`config.mk`:
```
export PLATFORM = sky130hd
export DESIGN_NAME = bist_i2c_timing_audio_regs
export DESIGN_NICKNAME = d
export VERILOG_FILES = /design/src/hdl/bist_regs_pkg.sv /design/src/hdl/scl_timing_if.sv /design/src/hdl/scl_clock_gen.sv /design/src/hdl/slave_setup_delay.sv /design/src/hdl/bist_i2c_timing_audio_regs.sv
export SDC_FILE = /design/constraint.sdc
export NUM_CORES = 1
export LEC_CHECK = 0
export ABC_CLOCK_PERIOD_IN_PS = 2500
export BUFFER_PORTS_ARGS = -buffer_cell sky130_fd_sc_hd__buf_2
export CAP_MARGIN = 10
export CORE_MARGIN = 1.5
export CORE_UTILIZATION = 53
export CTS_BUF_LIST = sky130_fd_sc_hd__clkbuf_16
export DETAILED_ROUTE_END_ITERATION = 7
export MAX_ROUTING_LAYER = met4
export PLACE_DENSITY = 0.74
export SLEW_MARGIN = 20
export SYNTH_ARGS = -nofsm -noshare
export SYNTH_HDL_FRONTEND = slang
export SYNTH_HIERARCHICAL = 1
export SYNTH_SLANG_ARGS = --single-unit
```
`constraint.sdc`:
```
create_clock -name i_core_clk -period 2.5 [get_ports i_core_clk]
set_input_delay 0.25 -clock i_core_clk [delete_from_list [all_inputs] [get_ports i_core_clk]]
set_output_delay 0.25 -clock i_core_clk [all_outputs]
set_load 0.02 [all_outputs]
```
`src/hdl/bist_regs_pkg.sv`:
```
package bist_regs_pkg;

   // Register offsets on the serial control bus.
   localparam logic [7:0] ERR_CNT_ADDR    = 8'h25;
   localparam logic [7:0] HIGH_TIME_ADDR  = 8'h26;
   localparam logic [7:0] LOW_TIME_ADDR   = 8'h27;
   localparam logic [7:0] AUDIO_CTRL_ADDR = 8'h28;

   // Reset values, and the error counter's saturation value.
   localparam logic [7:0] ERR_CNT_RST     = 8'h00;
   localparam logic [7:0] HIGH_TIME_RST   = 8'h83;
   localparam logic [7:0] LOW_TIME_RST    = 8'h84;
   localparam logic [7:0] AUDIO_CTRL_RST  = 8'h00;
   localparam logic [7:0] ERR_CNT_MAX     = 8'hff;

   // Audio path control field positions and the mask of implemented bits.
   localparam int unsigned FC_BLOCK_BIT   = 7;
   localparam int unsigned AUX_I2S_BIT    = 3;
   localparam int unsigned I2S_OFF_BIT    = 2;
   localparam int unsigned SURROUND_BIT   = 0;
   localparam logic [7:0] AUDIO_CTRL_MASK = 8'h8d;

   // Timing: one count of the clock-time fields is one core clock of 100 ns, the 50 ns unit rounded up.
   localparam int unsigned CLK_PERIOD_NS  = 100;
   localparam int unsigned SCL_UNIT_NS    = 50;
   localparam int unsigned SCL_UNIT_CYC   =
      (SCL_UNIT_NS / CLK_PERIOD_NS < 1) ? 1 : SCL_UNIT_NS / CLK_PERIOD_NS;
   localparam logic [7:0] PRE_LOAD        = 8'(SCL_UNIT_CYC - 1);

   // A programmed count of zero still gives a phase of one unit.
   function automatic logic [7:0] at_least_one(input logic [7:0] v);
      return (v == 8'h00) ? 8'h01 : v;
   endfunction

   // Saturating increment for the error counter.
   function automatic logic [7:0] sat_inc(input logic [7:0] v);
      return (v == ERR_CNT_MAX) ? v : v + 8'h01;
   endfunction

endpackage

```
`src/hdl/scl_timing_if.sv`:
```
`timescale 1ns/100ps
interface scl_timing_if;
   logic [7:0] hi;
   logic [7:0] lo;
   logic       master_en;
   logic       scl;
   logic       scl_oe_n;
   logic       setup_req;
   logic       setup_done;

   modport ctrl   (output hi, lo, master_en, setup_req,
                   input  scl, scl_oe_n, setup_done);
   modport master (input  hi, lo, master_en,
                   output scl, scl_oe_n);
   modport slave  (input  lo, setup_req,
                   output setup_done);
endinterface

```
`src/hdl/scl_clock_gen.sv`:
```
`timescale 1ns/100ps
module scl_clock_gen
   import bist_regs_pkg::*;
(
   input  wire logic   i_core_clk,
   input  wire logic   i_rst,
   scl_timing_if.master tif
);

   typedef enum logic [1:0] {PH_IDLE, PH_HIGH, PH_LOW} phase_e;

   typedef struct packed {
      phase_e      phase;
      logic [7:0]  pre;
      logic [7:0]  cnt;
      logic [7:0]  len;
      logic [15:0] cyc;
      logic        scl;
   } gen_s;

   gen_s s_reg;
   gen_s s_next;
   logic tick;

   // Counts each phase down from its programmed value, one step per unit.
   always_comb begin
      s_next = s_reg;
      tick   = (s_reg.pre == 8'h00);
      s_next.pre = tick ? PRE_LOAD : s_reg.pre - 8'h01;
      s_next.cyc = s_reg.cyc + 16'h0001;
      case (s_reg.phase)
         PH_IDLE: begin
            s_next.scl = 1'b1;
            if (tif.master_en) begin
               s_next.phase = PH_HIGH;
               s_next.pre   = PRE_LOAD;
               s_next.cnt   = at_least_one(tif.hi);
               s_next.len   = at_least_one(tif.hi);
               s_next.cyc   = 16'h0001;
            end
         end
         PH_HIGH: begin
            if (tick && s_reg.cnt == 8'h01) begin
               if (!tif.master_en) begin
                  s_next.phase = PH_IDLE;
               end else begin
                  s_next.phase = PH_LOW;
                  s_next.scl   = 1'b0;
                  s_next.cnt   = at_least_one(tif.lo);
                  s_next.len   = at_least_one(tif.lo);
                  s_next.cyc   = 16'h0001;
               end
            end else if (tick) begin
               s_next.cnt = s_reg.cnt - 8'h01;
            end
         end
         PH_LOW: begin
            if (tick && s_reg.cnt == 8'h01) begin
               s_next.phase = PH_HIGH;
               s_next.scl   = 1'b1;
               s_next.cnt   = at_least_one(tif.hi);
               s_next.len   = at_least_one(tif.hi);
               s_next.cyc   = 16'h0001;
            end else if (tick) begin
               s_next.cnt = s_reg.cnt - 8'h01;
            end
         end
         default: s_next.phase = PH_IDLE;
      endcase
   end

   // State register; the line idles released and high.
   always_ff @(posedge i_core_clk) begin
      if (i_rst) begin
         s_reg <= '{phase: PH_IDLE, pre: 8'h00, cnt: 8'h00, len: 8'h00,
                    cyc: 16'h0000, scl: 1'b1};
      end else begin
         s_reg <= s_next;
      end
   end

   // Open-drain style: driving low exactly while the level is low.
   assign tif.scl      = s_reg.scl;
   assign tif.scl_oe_n = s_reg.scl;

   a_high_width :
   assert property (@(posedge i_core_clk) disable iff (i_rst)
      $fell(s_reg.scl) |-> 32'($past(s_reg.cyc)) == 32'($past(s_reg.len)) * SCL_UNIT_CYC)
      else $error("SCL high phase has the wrong length");

   a_low_width :
   assert property (@(posedge i_core_clk) disable iff (i_rst)
      $rose(s_reg.scl) |-> 32'($past(s_reg.cyc)) == 32'($past(s_reg.len)) * SCL_UNIT_CYC)
      else $error("SCL low phase has the wrong length");

endmodule // scl_clock_gen

```
`src/hdl/slave_setup_delay.sv`:
```
`timescale 1ns/100ps
module slave_setup_delay
   import bist_regs_pkg::*;
(
   input  wire logic  i_core_clk,
   input  wire logic  i_rst,
   scl_timing_if.slave tif
);

   typedef enum logic {SU_IDLE, SU_WAIT} setup_e;

   typedef struct packed {
      setup_e      state;
      logic [7:0]  pre;
      logic [7:0]  cnt;
      logic [7:0]  len;
      logic [15:0] cyc;
      logic        done;
   } setup_s;

   setup_s s_reg;
   setup_s s_next;
   logic   tick;

   // Counts the low-time count after a setup request, then pulses setup_done.
   always_comb begin
      s_next      = s_reg;
      tick        = (s_reg.pre == 8'h00);
      s_next.pre  = tick ? PRE_LOAD : s_reg.pre - 8'h01;
      s_next.cyc  = s_reg.cyc + 16'h0001;
      s_next.done = 1'b0;
      case (s_reg.state)
         SU_IDLE: begin
            if (tif.setup_req) begin
               s_next.state = SU_WAIT;
               s_next.pre   = PRE_LOAD;
               s_next.cnt   = at_least_one(tif.lo);
               s_next.len   = at_least_one(tif.lo);
               s_next.cyc   = 16'h0001;
            end
         end
         SU_WAIT: begin
            if (tick && s_reg.cnt == 8'h01) begin
               s_next.state = SU_IDLE;
               s_next.done  = 1'b1;
            end else if (tick) begin
               s_next.cnt = s_reg.cnt - 8'h01;
            end
         end
         default: s_next.state = SU_IDLE;
      endcase
   end

   // State register.
   always_ff @(posedge i_core_clk) begin
      if (i_rst) begin
         s_reg <= '{state: SU_IDLE, pre: 8'h00, cnt: 8'h00, len: 8'h00,
                    cyc: 16'h0000, done: 1'b0};
      end else begin
         s_reg <= s_next;
      end
   end

   assign tif.setup_done = s_reg.done;

   a_setup_delay :
   assert property (@(posedge i_core_clk) disable iff (i_rst)
      $rose(s_reg.done) |-> 32'($past(s_reg.cyc)) == 32'($past(s_reg.len)) * SCL_UNIT_CYC)
      else $error("Slave SDA setup interval has the wrong length");

endmodule // slave_setup_delay

```
`src/hdl/bist_i2c_timing_audio_regs.sv`:
```
`timescale 1ns/100ps
module bist_i2c_timing_audio_regs
   import bist_regs_pkg::*;
(
   input  wire logic       i_core_clk,
   input  wire logic       i_rst,
   // Decoded accesses from the serial control bus.
   input  wire logic [7:0] i_reg_addr,
   input  wire logic       i_reg_wr,
   input  wire logic [7:0] i_reg_wdata,
   input  wire logic       i_reg_rd,
   output logic      [7:0] o_reg_rdata,
   // Self-test control and results.
   input  wire logic       i_powerdown_input_n,
   input  wire logic       i_selftest_pin,
   input  wire logic       i_selftest_pin_cfg,
   input  wire logic       i_selftest_run_bit,
   input  wire logic       i_fc_error,
   // Forward-channel load of the audio path control register.
   input  wire logic       i_fc_load,
   input  wire logic [7:0] i_fc_data,
   // Audio sources and link state.
   input  wire logic       i_transport_frame,
   input  wire logic       i_repeater_mode,
   input  wire logic       i_inband_valid,
   input  wire logic       i_inband_surround,
   input  wire logic [3:0] i_i2s_data,
   input  wire logic       i_i2s_ws,
   input  wire logic       i_aux_data,
   input  wire logic       i_aux_ws,
   input  wire logic [1:0] i_gpio_out,
   output logic      [3:0] o_i2s_data,
   output logic            o_i2s_ws,
   output logic      [1:0] o_gpio_out,
   output logic            o_aux_i2s_en,
   output logic            o_surround_en,
   // Local I2C timing.
   input  wire logic       i_master_en,
   input  wire logic       i_setup_req,
   output logic            o_scl_o,
   output logic            o_scl_oe_n,
   output logic            o_setup_done
);

   typedef struct packed {
      logic [7:0] err_cnt;
      logic       run;
      logic [7:0] hi;
      logic [7:0] lo;
      logic [7:0] audio;
      logic [7:0] rdata;
      logic [3:0] i2s_data;
      logic       i2s_ws;
      logic [1:0] gpio;
      logic       aux_en;
      logic       surround;
   } top_s;

   top_s s_reg;
   top_s s_next;
   logic run_src;
   logic run_start;
   logic wr_audio;
   logic surround_sel;

   scl_timing_if tif ();

   // Register file, self-test counter and audio output steering.
   always_comb begin
      s_next       = s_reg;
      run_src      = i_selftest_pin_cfg ? i_selftest_pin
                                        : i_selftest_run_bit;
      run_start    = run_src && !s_reg.run;
      s_next.run   = run_src;
      wr_audio     = i_reg_wr && (i_reg_addr == AUDIO_CTRL_ADDR);

      // Error counter; software reads it once the run has ended.
      if (!i_powerdown_input_n || run_start) begin
         s_next.err_cnt = ERR_CNT_RST;
      end else if (run_src && i_fc_error) begin
         s_next.err_cnt = sat_inc(s_reg.err_cnt);
      end

      // Writable timing fields.
      if (i_reg_wr && i_reg_addr == HIGH_TIME_ADDR) begin
         s_next.hi = i_reg_wdata;
      end
      if (i_reg_wr && i_reg_addr == LOW_TIME_ADDR) begin
         s_next.lo = i_reg_wdata;
      end

      // A local write wins over a forward-channel load in the same cycle.
      if (wr_audio) begin
         s_next.audio = i_reg_wdata & AUDIO_CTRL_MASK;
      end else if (i_fc_load && !s_reg.audio[FC_BLOCK_BIT]) begin
         s_next.audio = i_fc_data & AUDIO_CTRL_MASK;
      end

      // Read data; unmapped offsets and reserved bits read as zero.
      if (i_reg_rd) begin
         case (i_reg_addr)
            ERR_CNT_ADDR:    s_next.rdata = s_reg.err_cnt;
            HIGH_TIME_ADDR:  s_next.rdata = s_reg.hi;
            LOW_TIME_ADDR:   s_next.rdata = s_reg.lo;
            AUDIO_CTRL_ADDR: s_next.rdata = s_reg.audio;
            default:         s_next.rdata = 8'h00;
         endcase
      end

      // Auxiliary channel on the two low GPIO pins.
      s_next.aux_en = s_reg.audio[AUX_I2S_BIT];
      s_next.gpio   = s_reg.audio[AUX_I2S_BIT] ? {i_aux_ws, i_aux_data}
                                               : i_gpio_out;

      // Global I2S disable.
      s_next.i2s_data = s_reg.audio[I2S_OFF_BIT] ? 4'h0 : i_i2s_data;
      s_next.i2s_ws   = s_reg.audio[I2S_OFF_BIT] ? 1'b0 : i_i2s_ws;

      // Surround selection, repeater override, then transport restriction.
      surround_sel = (i_repeater_mode && i_inband_valid) ? i_inband_surround
                                                         : s_reg.audio[SURROUND_BIT];
      s_next.surround = surround_sel && !i_transport_frame;
   end

   // State register with documented reset values.
   always_ff @(posedge i_core_clk) begin
      if (i_rst) begin
         s_reg <= '{err_cnt: ERR_CNT_RST, run: 1'b0, hi: HIGH_TIME_RST,
                    lo: LOW_TIME_RST, audio: AUDIO_CTRL_RST, rdata: 8'h00,
                    i2s_data: 4'h0, i2s_ws: 1'b0, gpio: 2'b00,
                    aux_en: 1'b0, surround: 1'b0};
      end else begin
         s_reg <= s_next;
      end
   end

   // Timing values and requests to the two SCL timers.
   assign tif.hi        = s_reg.hi;
   assign tif.lo        = s_reg.lo;
   assign tif.master_en = i_master_en;
   assign tif.setup_req = i_setup_req;

   scl_clock_gen u_master (
      .i_core_clk (i_core_clk),
      .i_rst      (i_rst),
      .tif        (tif.master)
   );

   slave_setup_delay u_slave (
      .i_core_clk (i_core_clk),
      .i_rst      (i_rst),
      .tif        (tif.slave)
   );

   // Outputs, each from a flip-flop.
   assign o_reg_rdata   = s_reg.rdata;
   assign o_i2s_data    = s_reg.i2s_data;
   assign o_i2s_ws      = s_reg.i2s_ws;
   assign o_gpio_out    = s_reg.gpio;
   assign o_aux_i2s_en  = s_reg.aux_en;
   assign o_surround_en = s_reg.surround;
   assign o_scl_o       = tif.scl;
   assign o_scl_oe_n    = tif.scl_oe_n;
   assign o_setup_done  = tif.setup_done;

   // Self-test counter, run-source, forward-channel and audio routing checks.
   a_err_count_up :
   assert property (@(posedge i_core_clk) disable iff (i_rst)
      (i_powerdown_input_n && run_src && s_reg.run && i_fc_error
       && s_reg.err_cnt != ERR_CNT_MAX)
      |=> s_reg.err_cnt == $past(s_reg.err_cnt) + 8'h01)
      else $error("Error count did not advance on a self-test error");

   a_err_saturates :
   assert property (@(posedge i_core_clk) disable iff (i_rst)
      (i_powerdown_input_n && s_reg.run && s_reg.err_cnt == ERR_CNT_MAX)
      |=> s_reg.err_cnt == ERR_CNT_MAX)
      else $error("Error count wrapped past its maximum");

   a_err_pd_clear :
   assert property (@(posedge i_core_clk) disable iff (i_rst)
      !i_powerdown_input_n |=> s_reg.err_cnt == 8'h00)
      else $error("Power-down did not clear the error count");

   a_err_start_clear :
   assert property (@(posedge i_core_clk) disable iff (i_rst)
      (run_src && !s_reg.run) |=> s_reg.err_cnt == 8'h00)
      else $error("Start of a self-test run did not clear the count");

   a_run_from_pin :
   assert property (@(posedge i_core_clk) disable iff (i_rst)
      (i_selftest_pin_cfg && !i_selftest_pin && i_fc_error)
      |=> $stable(s_reg.err_cnt) || s_reg.err_cnt == 8'h00)
      else $error("Run control ignored the dedicated pin");

   a_run_from_bit :
   assert property (@(posedge i_core_clk) disable iff (i_rst)
      (!i_selftest_pin_cfg && !i_selftest_run_bit && i_fc_error)
      |=> $stable(s_reg.err_cnt) || s_reg.err_cnt == 8'h00)
      else $error("Run control ignored the register bit");

   a_fc_blocked :
   assert property (@(posedge i_core_clk) disable iff (i_rst)
      (s_reg.audio[FC_BLOCK_BIT] && i_fc_load && !wr_audio) |=> $stable(s_reg.audio))
      else $error("Forward channel loaded a blocked register");

   a_fc_loaded :
   assert property (@(posedge i_core_clk) disable iff (i_rst)
      (!s_reg.audio[FC_BLOCK_BIT] && i_fc_load && !wr_audio)
      |=> s_reg.audio == ($past(i_fc_data) & AUDIO_CTRL_MASK))
      else $error("Forward channel load was not applied");

   a_aux_on_gpio :
   assert property (@(posedge i_core_clk) disable iff (i_rst)
      s_reg.audio[AUX_I2S_BIT] |=> o_gpio_out == {$past(i_aux_ws), $past(i_aux_data)})
      else $error("Aux I2S not routed to GPIO pins");

   a_i2s_muted :
   assert property (@(posedge i_core_clk) disable iff (i_rst)
      s_reg.audio[I2S_OFF_BIT] |=> o_i2s_data == 4'h0 && !o_i2s_ws)
      else $error("I2S outputs active while disabled");

   a_surround_sel :
   assert property (@(posedge i_core_clk) disable iff (i_rst)
      (!i_repeater_mode && !i_transport_frame)
      |=> o_surround_en == $past(s_reg.audio[SURROUND_BIT]))
      else $error("Surround output does not follow its bit");

   a_no_frame_surround :
   assert property (@(posedge i_core_clk) disable iff (i_rst)
      i_transport_frame |=> !o_surround_en)
      else $error("Surround carried with frame transport");

   a_repeater_override :
   assert property (@(posedge i_core_clk) disable iff (i_rst)
      (i_repeater_mode && i_inband_valid && !i_transport_frame)
      |=> o_surround_en == $past(i_inband_surround))
      else $error("Repeater in-band surround override not applied");

   a_repeater_no_inband :
   assert property (@(posedge i_core_clk) disable iff (i_rst)
      (i_repeater_mode && !i_inband_valid && !i_transport_frame)
      |=> o_surround_en == $past(s_reg.audio[SURROUND_BIT]))
      else $error("Surround overridden without in-band detection");

   // Stored values, read-back and pass-through paths.
   a_err_idle_hold :
   assert property (@(posedge i_core_clk) disable iff (i_rst)
      (i_powerdown_input_n && !run_src) |=> $stable(s_reg.err_cnt))
      else $error("Error count moved outside a self-test run");

   a_count_read :
   assert property (@(posedge i_core_clk) disable iff (i_rst)
      (i_reg_rd && i_reg_addr == ERR_CNT_ADDR) |=> o_reg_rdata == $past(s_reg.err_cnt))
      else $error("Error count read back the wrong value");

   a_high_write :
   assert property (@(posedge i_core_clk) disable iff (i_rst)
      (i_reg_wr && i_reg_addr == HIGH_TIME_ADDR) |=> s_reg.hi == $past(i_reg_wdata))
      else $error("High-time write was not stored");

   a_low_write :
   assert property (@(posedge i_core_clk) disable iff (i_rst)
      (i_reg_wr && i_reg_addr == LOW_TIME_ADDR) |=> s_reg.lo == $past(i_reg_wdata))
      else $error("Low-time write was not stored");

   a_local_write :
   assert property (@(posedge i_core_clk) disable iff (i_rst)
      wr_audio |=> s_reg.audio == ($past(i_reg_wdata) & AUDIO_CTRL_MASK))
      else $error("Local audio control write was not stored");

   a_aux_en_follows :
   assert property (@(posedge i_core_clk) disable iff (i_rst)
      1'b1 |=> o_aux_i2s_en == $past(s_reg.audio[AUX_I2S_BIT]))
      else $error("Aux enable does not follow its bit");

   a_gpio_plain :
   assert property (@(posedge i_core_clk) disable iff (i_rst)
      !s_reg.audio[AUX_I2S_BIT] |=> o_gpio_out == $past(i_gpio_out))
      else $error("GPIO pins lost their normal function");

   a_i2s_passes :
   assert property (@(posedge i_core_clk) disable iff (i_rst)
      !s_reg.audio[I2S_OFF_BIT]
      |=> o_i2s_data == $past(i_i2s_data) && o_i2s_ws == $past(i_i2s_ws))
      else $error("Enabled I2S outputs do not follow their sources");

endmodule // bist_i2c_timing_audio_regs

```
==> flow_summary.json, run 1 <==
{
  "status": "completed",
  "crit_type": "flop to flop",
  "synth-xor-area-share_pct": 3.756,
  "cts_tree": "yes",
  "gp_congestion": 0.8561,
  "yosys_most_used_dff": "dfxtp_1",
  "critPathLaunch": "u_master/s_reg[33]",
  "fin_crit_ns": 2.249,
  "cts_sinks": 83,
  "cellLeakagePower_nw": 2.014,
  "path_max_fanout": 10,
  "ant_nets": 0,
  "die_w_um": 94.43,
  "largest_reg_flops": 18,
  "maxCapViolCount": 0,
  "drive_gt1_share_pct": 20.03,
  "tns_ns": 0,
  "synth_nets": 574,
  "skew_ns": 0.005213,
  "n_antenna_cell": 0,
  "start_util_pct": 54.19,
  "io_pins": 69,
  "grt_pass1_vias": 3487,
  "dr.pass1.iters": 5,
  "vias": 4028,
  "yosys.area_share.simple_pct": 24.57,
  "viasPerCell": 5.932,
  "setup_viol": 0,
  "syn_avg_cell_area_um2": 8.570,
  "cts_hold_buf": 0,
  "finalHoldViolCount": 0,
  "synthMuxAreaShare_pct": 6.552,
  "cts_resized": 0,
  "cp.arrival_ns": 2.50,
  "synth_cells": 517,
  "synth_edf_count": 0,
  "dieArea_mm2": 0.008917,
  "r2r_start": "u_master/s_reg[33]",
  "synth_top_family_by_area": "simple AND/OR/NAND/NOR gates",
  "syn_area_mm2": 0.004430,
  "total_power_mw": 4.839,
  "insertion_delay_ns": 0.33,
  "period_share_pct": 89.95,
  "grt_pass1_wl_um": 16480,
  "htreeDepth": 3,
  "synth_compound_area_share_pct": 18.92,
  "fp-row-count": 33,
  "ys_types": 63,
  "nets": 626,
  "root_buffer": "clkbuf_16",
  "relSlewSlack_pct": 63.70,
  "synth.most_common_cell": "dfxtp_1",
  "drt_iter0_drc": 283,
  "synthAdderAreaFrac_pct": 2.259,
  "grt_usage_pct": 24.24,
  "ys_warn_count": 6,
  "hold_path.class": "primary input to flop",
  "post_cts_buffers": 0,
  "synthTopCellsByArea": "dfxtp_1, nor2_1, mux2i_1, a22oi_1, nand2_1",
  "min_from": "i_transport_frame",
  "synth_seq_area_share_pct": 37.50,
  "yosys.area.top_type": "dfxtp_1",
  "routed_wl_um": 10460,
  "fillers": 737,
  "area_delta_synth_final_pct": 14.74,
  "post_drt_wl_per_cell_um": 15.40,
  "end_kind": "flop",
  "synthArstFlopShare_pct": 0,
  "hpwl_um": 7536,
  "grt_max_degree": 56,
  "cp.required_ns": 2.75,
  "coreArea_mm2": 0.008175,
  "cts_buffer_depth": 2,
  "ir_drop_mv": 0.7195,
  "grt_setup_unrepaired": "false",
  "io_buffers": 64,
  "fmax_mhz": 444.7,
  "critPathLaunchType": "flop",
  "powerDensity_mw_per_mm2": 951.8,
  "cts_buffers": 9,
  "yosys-top-cells-count": "dfxtp_1, nor2_1, nand2_1",
  "ys_ff_latch": 83,
  "synth_top_area_share_pct": 37.50,
  "drv_slew": 0,
  "grt-ovfl-total": 0,
  "path_clk_slew_ns": 0.07,
  "drc_errors": 0,
  "antenna_found_initial": 0,
  "die_y_um": 94.43,
  "tightestPinTransition_ns": 0.5308
}
[cells by family (layout without fill, tap and decap cells)]
family,after synthesis,after routing
compound gates,122,122
xor+xnor,19,19
fa+ha+maj,8,8
buf+inv,57,114
flops,83,83
mux,28,28
simple gates,200,200
[per-layer routing]
| metal | global-route usage, % | part of all wire (%) | up-vias |
|---|---|---|---|
| met5 | - | 0 | - |
| li1 | - | - | 1984 |
| met2 | 37.35 | 47 | 121 |
| met3 | 5.475 | 5.7 | 13 |
| met1 | 31.91 | 46 | 1910 |
| met4 | 6.716 | 1.1 | 0 |
[worst max-delay path: stages, from the launching register on]
cell and delay, ns:
dfxtp_1 0.34, inv_1 0.06, ha_1 0.24, nor4b_1 0.37, and4_1 0.50, and3_1 0.35, a22oi_1 0.11, a41oi_1 0.21
[stage by stage]
stage | cells | area, um^2 | setup WS [ns] | hold slack [ns] | utilization, %
floorplan | 517 | 4431 | 0.5173 | 0.3293 | -
global placement | 663 | 4786 | 0.4143 | 0.4162 | 58.54
detailed placement | 663 | 4786 | 0.3455 | 0.4204 | 58.54
CTS | 679 | 5084 | 0.2977 | 0.05946 | 62.18
global route | 679 | 5084 | 0.07738 | 0.06750 | 62.18
finish | 679 | 5084 | 0.2513 | 0.07286 | 62.18
[placed cells by master (no fill, tap or decap), types with 10 or more instances in the layout]
master	netlist	layout
buf_2	3	64
nand2_1	35	35
nand4_1	11	11
nor2_1	68	68
dfxtp_1	83	83
o21ai_0	23	23
mux2i_1	20	20
a22oi_1	19	19
nor3_1	17	17
inv_1	21	21
buf_4	16	12
xnor2_1	10	10
a21oi_1	21	21
[power breakdown]
group	total [mW]	internal (mW)	leakage, nW	switching, mW
logic	1.80	0.821	1.20	0.977
registers	1.74	1.52	0.678	0.220
clock network	1.30	0.702	0.136	0.598
[worst paths after layout]
check / end / slack (ns) / depth (start not counted)
max: u_master/s_reg[29] / 0.25 / 7
min: o_surround_en / 0.07 / 2
max reg2reg: u_master/s_reg[29] / 0.25 / 7
min reg2reg: o_reg_rdata[1] / 0.46 / 2
[area by class of cell]
cell class              instances  area (um^2)  area share (%)
well taps                     105        131.4           2.584
clock buffers                   9        225.2           4.430
clock inverters                 7        72.57           1.428
multi-input cells             377         2484           48.86
inverters                      21        78.83           1.551
flip-flops and latches         83         1662           32.69
repair buffers                 77        430.4           8.467
No activity file was read; power rests on OpenSTA's default activity.
==> run 2, diff against run 1 <==
--- a/config.mk
+++ b/config.mk
@@ -8,12 +8,12 @@
 export ABC_CLOCK_PERIOD_IN_PS = 2500
 export BUFFER_PORTS_ARGS = -buffer_cell sky130_fd_sc_hd__buf_2
 export CAP_MARGIN = 10
-export CORE_MARGIN = 1.5
-export CORE_UTILIZATION = 53
+export CORE_MARGIN = 10
+export CORE_UTILIZATION = 57
 export CTS_BUF_LIST = sky130_fd_sc_hd__clkbuf_16
 export DETAILED_ROUTE_END_ITERATION = 7
 export MAX_ROUTING_LAYER = met4
-export PLACE_DENSITY = 0.74
+export PLACE_DENSITY = 0.79
 export SLEW_MARGIN = 20
 export SYNTH_ARGS = -nofsm -noshare
 export SYNTH_HDL_FRONTEND = slang
==> run 2 against run 1 <==
Compared with the run above:
- cell area down 0.17%
- final cell count down 0.29%
- non-clock buffer count increased by 1
- worst setup slack improved by 0.10 ns
- critical path depth unchanged
- combinational power about the same
- sequential share of layout area is 0.056 points higher
- clock skew grew 0.0027 ns
- maximum frequency grew 4.7%
- register-to-register slack improved by 0.10 ns
- critical path type unchanged
==> flow_summary.json, run 2 (synthesized netlist as in run 1, its figures left out) <==
{
  "m1WireLength_um": 4921,
  "ant_nets": 0,
  "antenna_found_initial": 0,
  "critPathLaunch": "u_master/s_reg[33]",
  "path_max_fanout": 10,
  "viasPerCell": 6.016,
  "nets": 627,
  "post_cts_buffers": 0,
  "drt_iter0_drc": 304,
  "cts_hold_buf": 0,
  "insertion_delay_ns": 0.34,
  "reg2reg_to": "u_master/s_reg[29]",
  "fin_crit_ns": 2.147,
  "status": "completed",
  "hold_path.class": "primary input to flop",
  "maxCapViolCount": 0,
  "top_layer": "met4",
  "io_buffers": 64,
  "root_buffer": "clkbuf_16",
  "cts_resized": 0,
  "cp.arrival_ns": 2.41,
  "crit_type": "flop to flop",
  "gp_congestion": 0.9170,
  "drc_errors": 0,
  "ir_drop_mv": 0.7618,
  "cellLeakagePower_nw": 2.014,
  "grt_max_degree": 28,
  "grt_usage_pct": 19.42,
  "cts_buffers": 9,
  "layout_common_cells": "dfxtp_1, nor2_1, buf_2",
  "cts_tree": "yes",
  "cts_sinks": 83,
  "cpPeakStageDelay_ns": 0.48,
  "hold_ws_ns": 0.07155,
  "finalHoldViolCount": 0,
  "grt_setup_unrepaired": "false",
  "crit_path_cell_trace": "inv_1 -> ha_1 -> nor4b_1 -> and4_1 -> and3_1 -> a22oi_1 -> a41oi_1",
  "tns_ns": 0,
  "powerDensity_mw_per_mm2": 953.9,
  "cp.required_ns": 2.76,
  "die_y_um": 108.2,
  "layout_commonest_cell": "dfxtp_1",
  "start_util_pct": 57.94,
  "rr_worst_depth": 7,
  "routed-wl-met3_um": 654,
  "skew_ns": 0.007896,
  "critPathLaunchType": "flop",
  "drv_slew": 0,
  "htreeDepth": 3,
  "io_pins": 69,
  "coreArea_mm2": 0.007647,
  "tightestPinTransition_ns": 0.5452,
  "routed_wl_um": 11250,
  "critPathCapture": "u_master/s_reg[29]",
  "cts_buffer_depth": 2,
  "drive_gt1_share_pct": 20.17,
  "fillers": 623,
  "area_delta_synth_final_pct": 14.54,
  "ff2ff_setup_slack_ns": 0.35,
  "end_kind": "flop",
  "period_share_pct": 85.88,
  "grt_pass1_wl_um": 18330,
  "largest_reg_flops": 18,
  "post_drt_wl_per_cell_um": 16.62,
  "route.met2.wl_um": 5576,
  "grt-ovfl-total": 0,
  "n_antenna_cell": 0,
  "setup_viol": 0,
  "r2r_start": "u_master/s_reg[33]",
  "vias": 4073,
  "relSlewSlack_pct": 63.54,
  "dr.pass1.iters": 5,
  "dieArea_mm2": 0.01170,
  "hpwl_um": 8062,
  "path_clk_slew_ns": 0.07,
  "grt_pass1_vias": 3860,
  "fp-row-count": 32,
  "slowest_stage": "and4_1",
  "fmax_mhz": 465.8,
  "die_w_um": 108.2,
  "final_util_pct": 66.36
}
[run 2: changes by cell type in the layout (fill, tap and decap cells not counted)]
cell / before / now
buf_12: 1 / 0
buf_4: 12 / 14
[run 2: per-stage QoR]
| stage | setup slack (ns) | instances | cell area, um^2 | total power [mW] |
|---|---|---|---|---|
| 4_1_cts | 0.3429 | 677 | 5075 | 4.854 |
| 5_1_grt | 0.1439 | 677 | 5075 | 5.172 |
| 6_report | 0.3530 | 677 | 5075 | 4.841 |
| 3_5_place_dp | 0.3787 | 661 | 4777 | 3.538 |
| 3_3_place_gp | 0.4281 | 661 | 4777 | 3.470 |
| 2_1_floorplan | 0.5173 | 517 | 4431 | 3.134 |
[run 2: worst min-delay path by stage]
| stage | startpoint | to | slack [ns] | cells after the start |
|---|---|---|---|---|
| final | i_transport_frame | o_surround_en | 0.07 | 2 |
| after global placement | i_transport_frame | o_surround_en | 0.41 | 2 |
| after detailed placement | i_transport_frame | o_surround_en | 0.42 | 2 |
| after CTS | i_transport_frame | o_surround_en | 0.06 | 2 |
| after floorplan | i_transport_frame | o_surround_en | 0.33 | 1 |
| after global routing | i_transport_frame | o_surround_en | 0.06 | 2 |
[run 2: critical path: cells and delay by family, from the launching register on]
kind	cells	cell delay, ns
flip-flops	1	0.34
AO/OA/AOI/OAI	2	0.30
adder cells (fa/ha/maj)	1	0.22
AND/OR/NAND/NOR	3	1.15
buffers and inverters	1	0.06
[run 2: power breakdown]
part | switching (mW) | total (mW) | internal, mW
Sequential | 0.227 | 1.75 | 1.52
Combinational | 0.978 | 1.80 | 0.819
Clock | 0.595 | 1.30 | 0.702
[run 2: area by class of cell]
class                   count  area, um^2  share of cell area [%]
flip-flops and latches     83        1662                   32.74
inverters                  21       78.83                   1.553
repair buffers             78       425.4                   8.383
clock inverters             7       72.57                   1.430
well taps                 102       127.6                   2.515
multi-input cells         377        2484                   48.94
clock buffers               9       225.2                   4.438
[run 2: metal layers]
metal | up-vias | track usage (%)
li1 | 1981 | -
met2 | 133 | 31.12
met5 | - | -
met4 | 0 | 5.534
met3 | 14 | 4.640
met1 | 1945 | 23.75
==> run 3, diff against run 2 <==
--- a/config.mk
+++ b/config.mk
@@ -5,7 +5,7 @@
 export SDC_FILE = /design/constraint.sdc
 export NUM_CORES = 1
 export LEC_CHECK = 0
-export ABC_CLOCK_PERIOD_IN_PS = 2500
+export ABC_AREA = 1
 export BUFFER_PORTS_ARGS = -buffer_cell sky130_fd_sc_hd__buf_2
 export CAP_MARGIN = 10
 export CORE_MARGIN = 10
@@ -14,6 +14,7 @@
 export DETAILED_ROUTE_END_ITERATION = 7
 export MAX_ROUTING_LAYER = met4
 export PLACE_DENSITY = 0.79
+export REMOVE_ABC_BUFFERS = 1
 export SLEW_MARGIN = 20
 export SYNTH_ARGS = -nofsm -noshare
 export SYNTH_HDL_FRONTEND = slang
==> run 3 against run 2 <==
Compared with the run above:
- worst hold slack improved by 0.023 ns
- global-route usage fell by 1.5 points
- register-to-register slack improved by 0.34 ns
- cell area rose by 3.4%
- final cell count rose by 24%
- utilization rose by 0.52 points
- first-iteration DRC count fell by 5.6%
- routed wire length fell by 3.1%
- combinational power fell by 6%
- maximum frequency rose by 19%
==> flow_summary.json, run 3 <==
{
  "synth_top_area_share_pct": 35.49,
  "fmax_mhz": 554.9,
  "path_max_fanout": 19,
  "gp_congestion": 0.8693,
  "start_util_pct": 59.66,
  "antenna_found_initial": 0,
  "yosys.area.top_type": "dfxtp_1",
  "cellLeakagePower_nw": 2.537,
  "fin_crit_ns": 1.802,
  "ir_drop_mv": 0.4925,
  "io_buffers": 64,
  "synth_edf_count": 0,
  "path_clk_slew_ns": 0.06,
  "ant_nets": 0,
  "synthMuxAreaShare_pct": 0,
  "hpwl_um": 8326,
  "post_drt_wl_per_cell_um": 12.95,
  "grt_pass1_vias": 4203,
  "reg2reg_to": "u_master/s_reg[27]",
  "dieArea_mm2": 0.01224,
  "largest_reg_flops": 18,
  "vias": 4411,
  "drt_iter0_drc": 287,
  "slowest_stage": "dfxtp_1",
  "r2r_start": "u_master/s_reg[33]",
  "synthAdderAreaFrac_pct": 2.138,
  "total_power_mw": 4.615,
  "root_buffer": "clkbuf_16",
  "fp-row-count": 32,
  "ys_ff_latch": 83,
  "grt_usage_pct": 17.95,
  "grt_pass1_wl_um": 18630,
  "cts_tree": "yes",
  "nets": 792,
  "yosys-top-cells-count": "nand2_1, nor2_1, dfxtp_1",
  "syn_area_mm2": 0.004682,
  "end_kind": "flop",
  "crit_path_cell_trace": "inv_1 -> ha_1 -> nand2_2 -> nor2_8 -> nand2_4 -> nand2_8 -> nand2_4 -> o21ai_1 -> nand3_1 -> nand2_1 -> inv_1",
  "n_antenna_cell": 0,
  "powerDensity_mw_per_mm2": 879.2,
  "synth.most_common_cell": "nand2_1",
  "cts_hold_buf": 0,
  "cts_buffer_depth": 2,
  "synth_compound_area_share_pct": 8.765,
  "tns_ns": 0,
  "htreeDepth": 3,
  "routed_wl_um": 10900,
  "relSlewSlack_pct": 61.11,
  "synth-xor-area-share_pct": 2.993,
  "period_share_pct": 72.09,
  "cpPeakStageDelay_ns": 0.32,
  "cts_buffers": 9,
  "post_cts_buffers": 0,
  "cp_num_cells": 11,
  "ys_warn_count": 6,
  "dr.pass1.iters": 5,
  "rr_worst_depth": 11,
  "ff2ff_setup_slack_ns": 0.70,
  "io_pins": 69,
  "grt-ovfl-total": 0,
  "status": "completed",
  "layout_common_cells": "nand2_1, nor2_1, dfxtp_1",
  "cts_sinks": 83,
  "ys_types": 38,
  "yosys.area_share.simple_pct": 39.87,
  "die_y_um": 110.6,
  "cp.arrival_ns": 2.03,
  "skew_ns": 0.009197,
  "synth_cells": 683,
  "drc_errors": 0,
  "hold_path.class": "primary input to flop",
  "synthTopCellsByArea": "dfxtp_1, nand2_1, nor2_1, nand3_1, inv_1",
  "cp_top_family": "simple AND/OR/NAND/NOR gates",
  "cts_resized": 0,
  "cp_num_buf_inv": 2,
  "drive_gt1_share_pct": 17.30,
  "die_w_um": 110.6,
  "tightestPinTransition_ns": 0.5819,
  "layout_commonest_cell": "nand2_1",
  "area_delta_synth_final_pct": 12.11,
  "insertion_delay_ns": 0.34,
  "crit_type": "flop to flop",
  "critPathLaunchType": "flop",
  "syn_avg_cell_area_um2": 6.855,
  "coreArea_mm2": 0.007848,
  "synthArstFlopShare_pct": 0,
  "grt_max_degree": 26,
  "critPathCapture": "u_master/s_reg[27]",
  "synth_seq_area_share_pct": 35.49,
  "setup_viol": 0,
  "maxCapViolCount": 0,
  "finalHoldViolCount": 0,
  "synth_top_family_by_area": "simple AND/OR/NAND/NOR gates",
  "yosys_most_used_dff": "dfxtp_1",
  "grt_setup_unrepaired": "false",
  "drv_slew": 0,
  "viasPerCell": 5.239,
  "critPathLaunch": "u_master/s_reg[33]",
  "cp.required_ns": 2.73
}
## run 3: changes by cell type in the layout (fill, tap and decap cells not counted), sizes merged, moves of 12 or more
cell | before | now
nand3 | 3 | 75
mux2i | 20 | 0
nor2 | 69 | 112
inv | 24 | 86
nand2 | 35 | 183
buf | 78 | 66
a22oi | 19 | 0
a21oi | 21 | 42
## run 3: worst min path at each step
stage,depth (start not counted),slack (ns),to,startpoint
global route,2,0.1,o_surround_en,i_transport_frame
global placement,1,0.40,u_slave/s_reg[33],u_slave/s_reg[33]
detailed placement,1,0.41,u_slave/s_reg[33],u_slave/s_reg[33]
finish,2,0.09,o_surround_en,i_transport_frame
CTS,2,0.1,o_surround_en,i_transport_frame
floorplan,1,0.32,o_reg_rdata[0],i_rst
## run 3: kinds of logic (layout without fill, tap and decap cells)
logic type	after synthesis	count (layout)
AO/OA/AOI/OAI	77	77
flip-flops	83	83
adder cells (fa/ha/maj)	8	8
AND/OR/NAND/NOR	388	388
XOR/XNOR	16	16
buffers and inverters	111	168
## run 3: layout make-up
type	instances	area, um^2
clock buffer	9	225.2
fill	694	2599
tap	102	127.6
multi-input combinational	489	2517
timing repair buffer	66	335.3
sequential	83	1662
inverter	86	322.8
clock inverter	7	58.81
## run 3: per-stage QoR
stage / hold WS [ns] / utilization, % / worst slack [ns] / instances / area, um^2
2_1_floorplan: 0.3191 / - / 0.9340 / 658 / 4502
3_3_place_gp: 0.4002 / 63.27 / 0.7753 / 826 / 4965
3_5_place_dp: 0.4064 / 63.27 / 0.7035 / 826 / 4965
4_1_cts: 0.09679 / 66.88 / 0.7051 / 842 / 5249
5_1_grt: 0.09967 / 66.88 / 0.4565 / 842 / 5249
6_report: 0.09489 / 66.88 / 0.6977 / 842 / 5249
## run 3: routing by layer
layer	vias to the layer above	routed length, um	global-route usage [%]
li1	2265	-	-
met4	0	220	7.168
met2	154	5033	27.62
met1	1969	5063	22.44
met3	23	586	3.728
met5	-	0	-
## run 3: power breakdown
| part | leakage, nW | switching (mW) | total (mW) | internal, mW |
|---|---|---|---|---|
| clock | 0.138 | 0.519 | 1.28 | 0.759 |
| sequential | 0.678 | 0.146 | 1.63 | 1.49 |
| combinational | 1.72 | 1.08 | 1.70 | 0.618 |
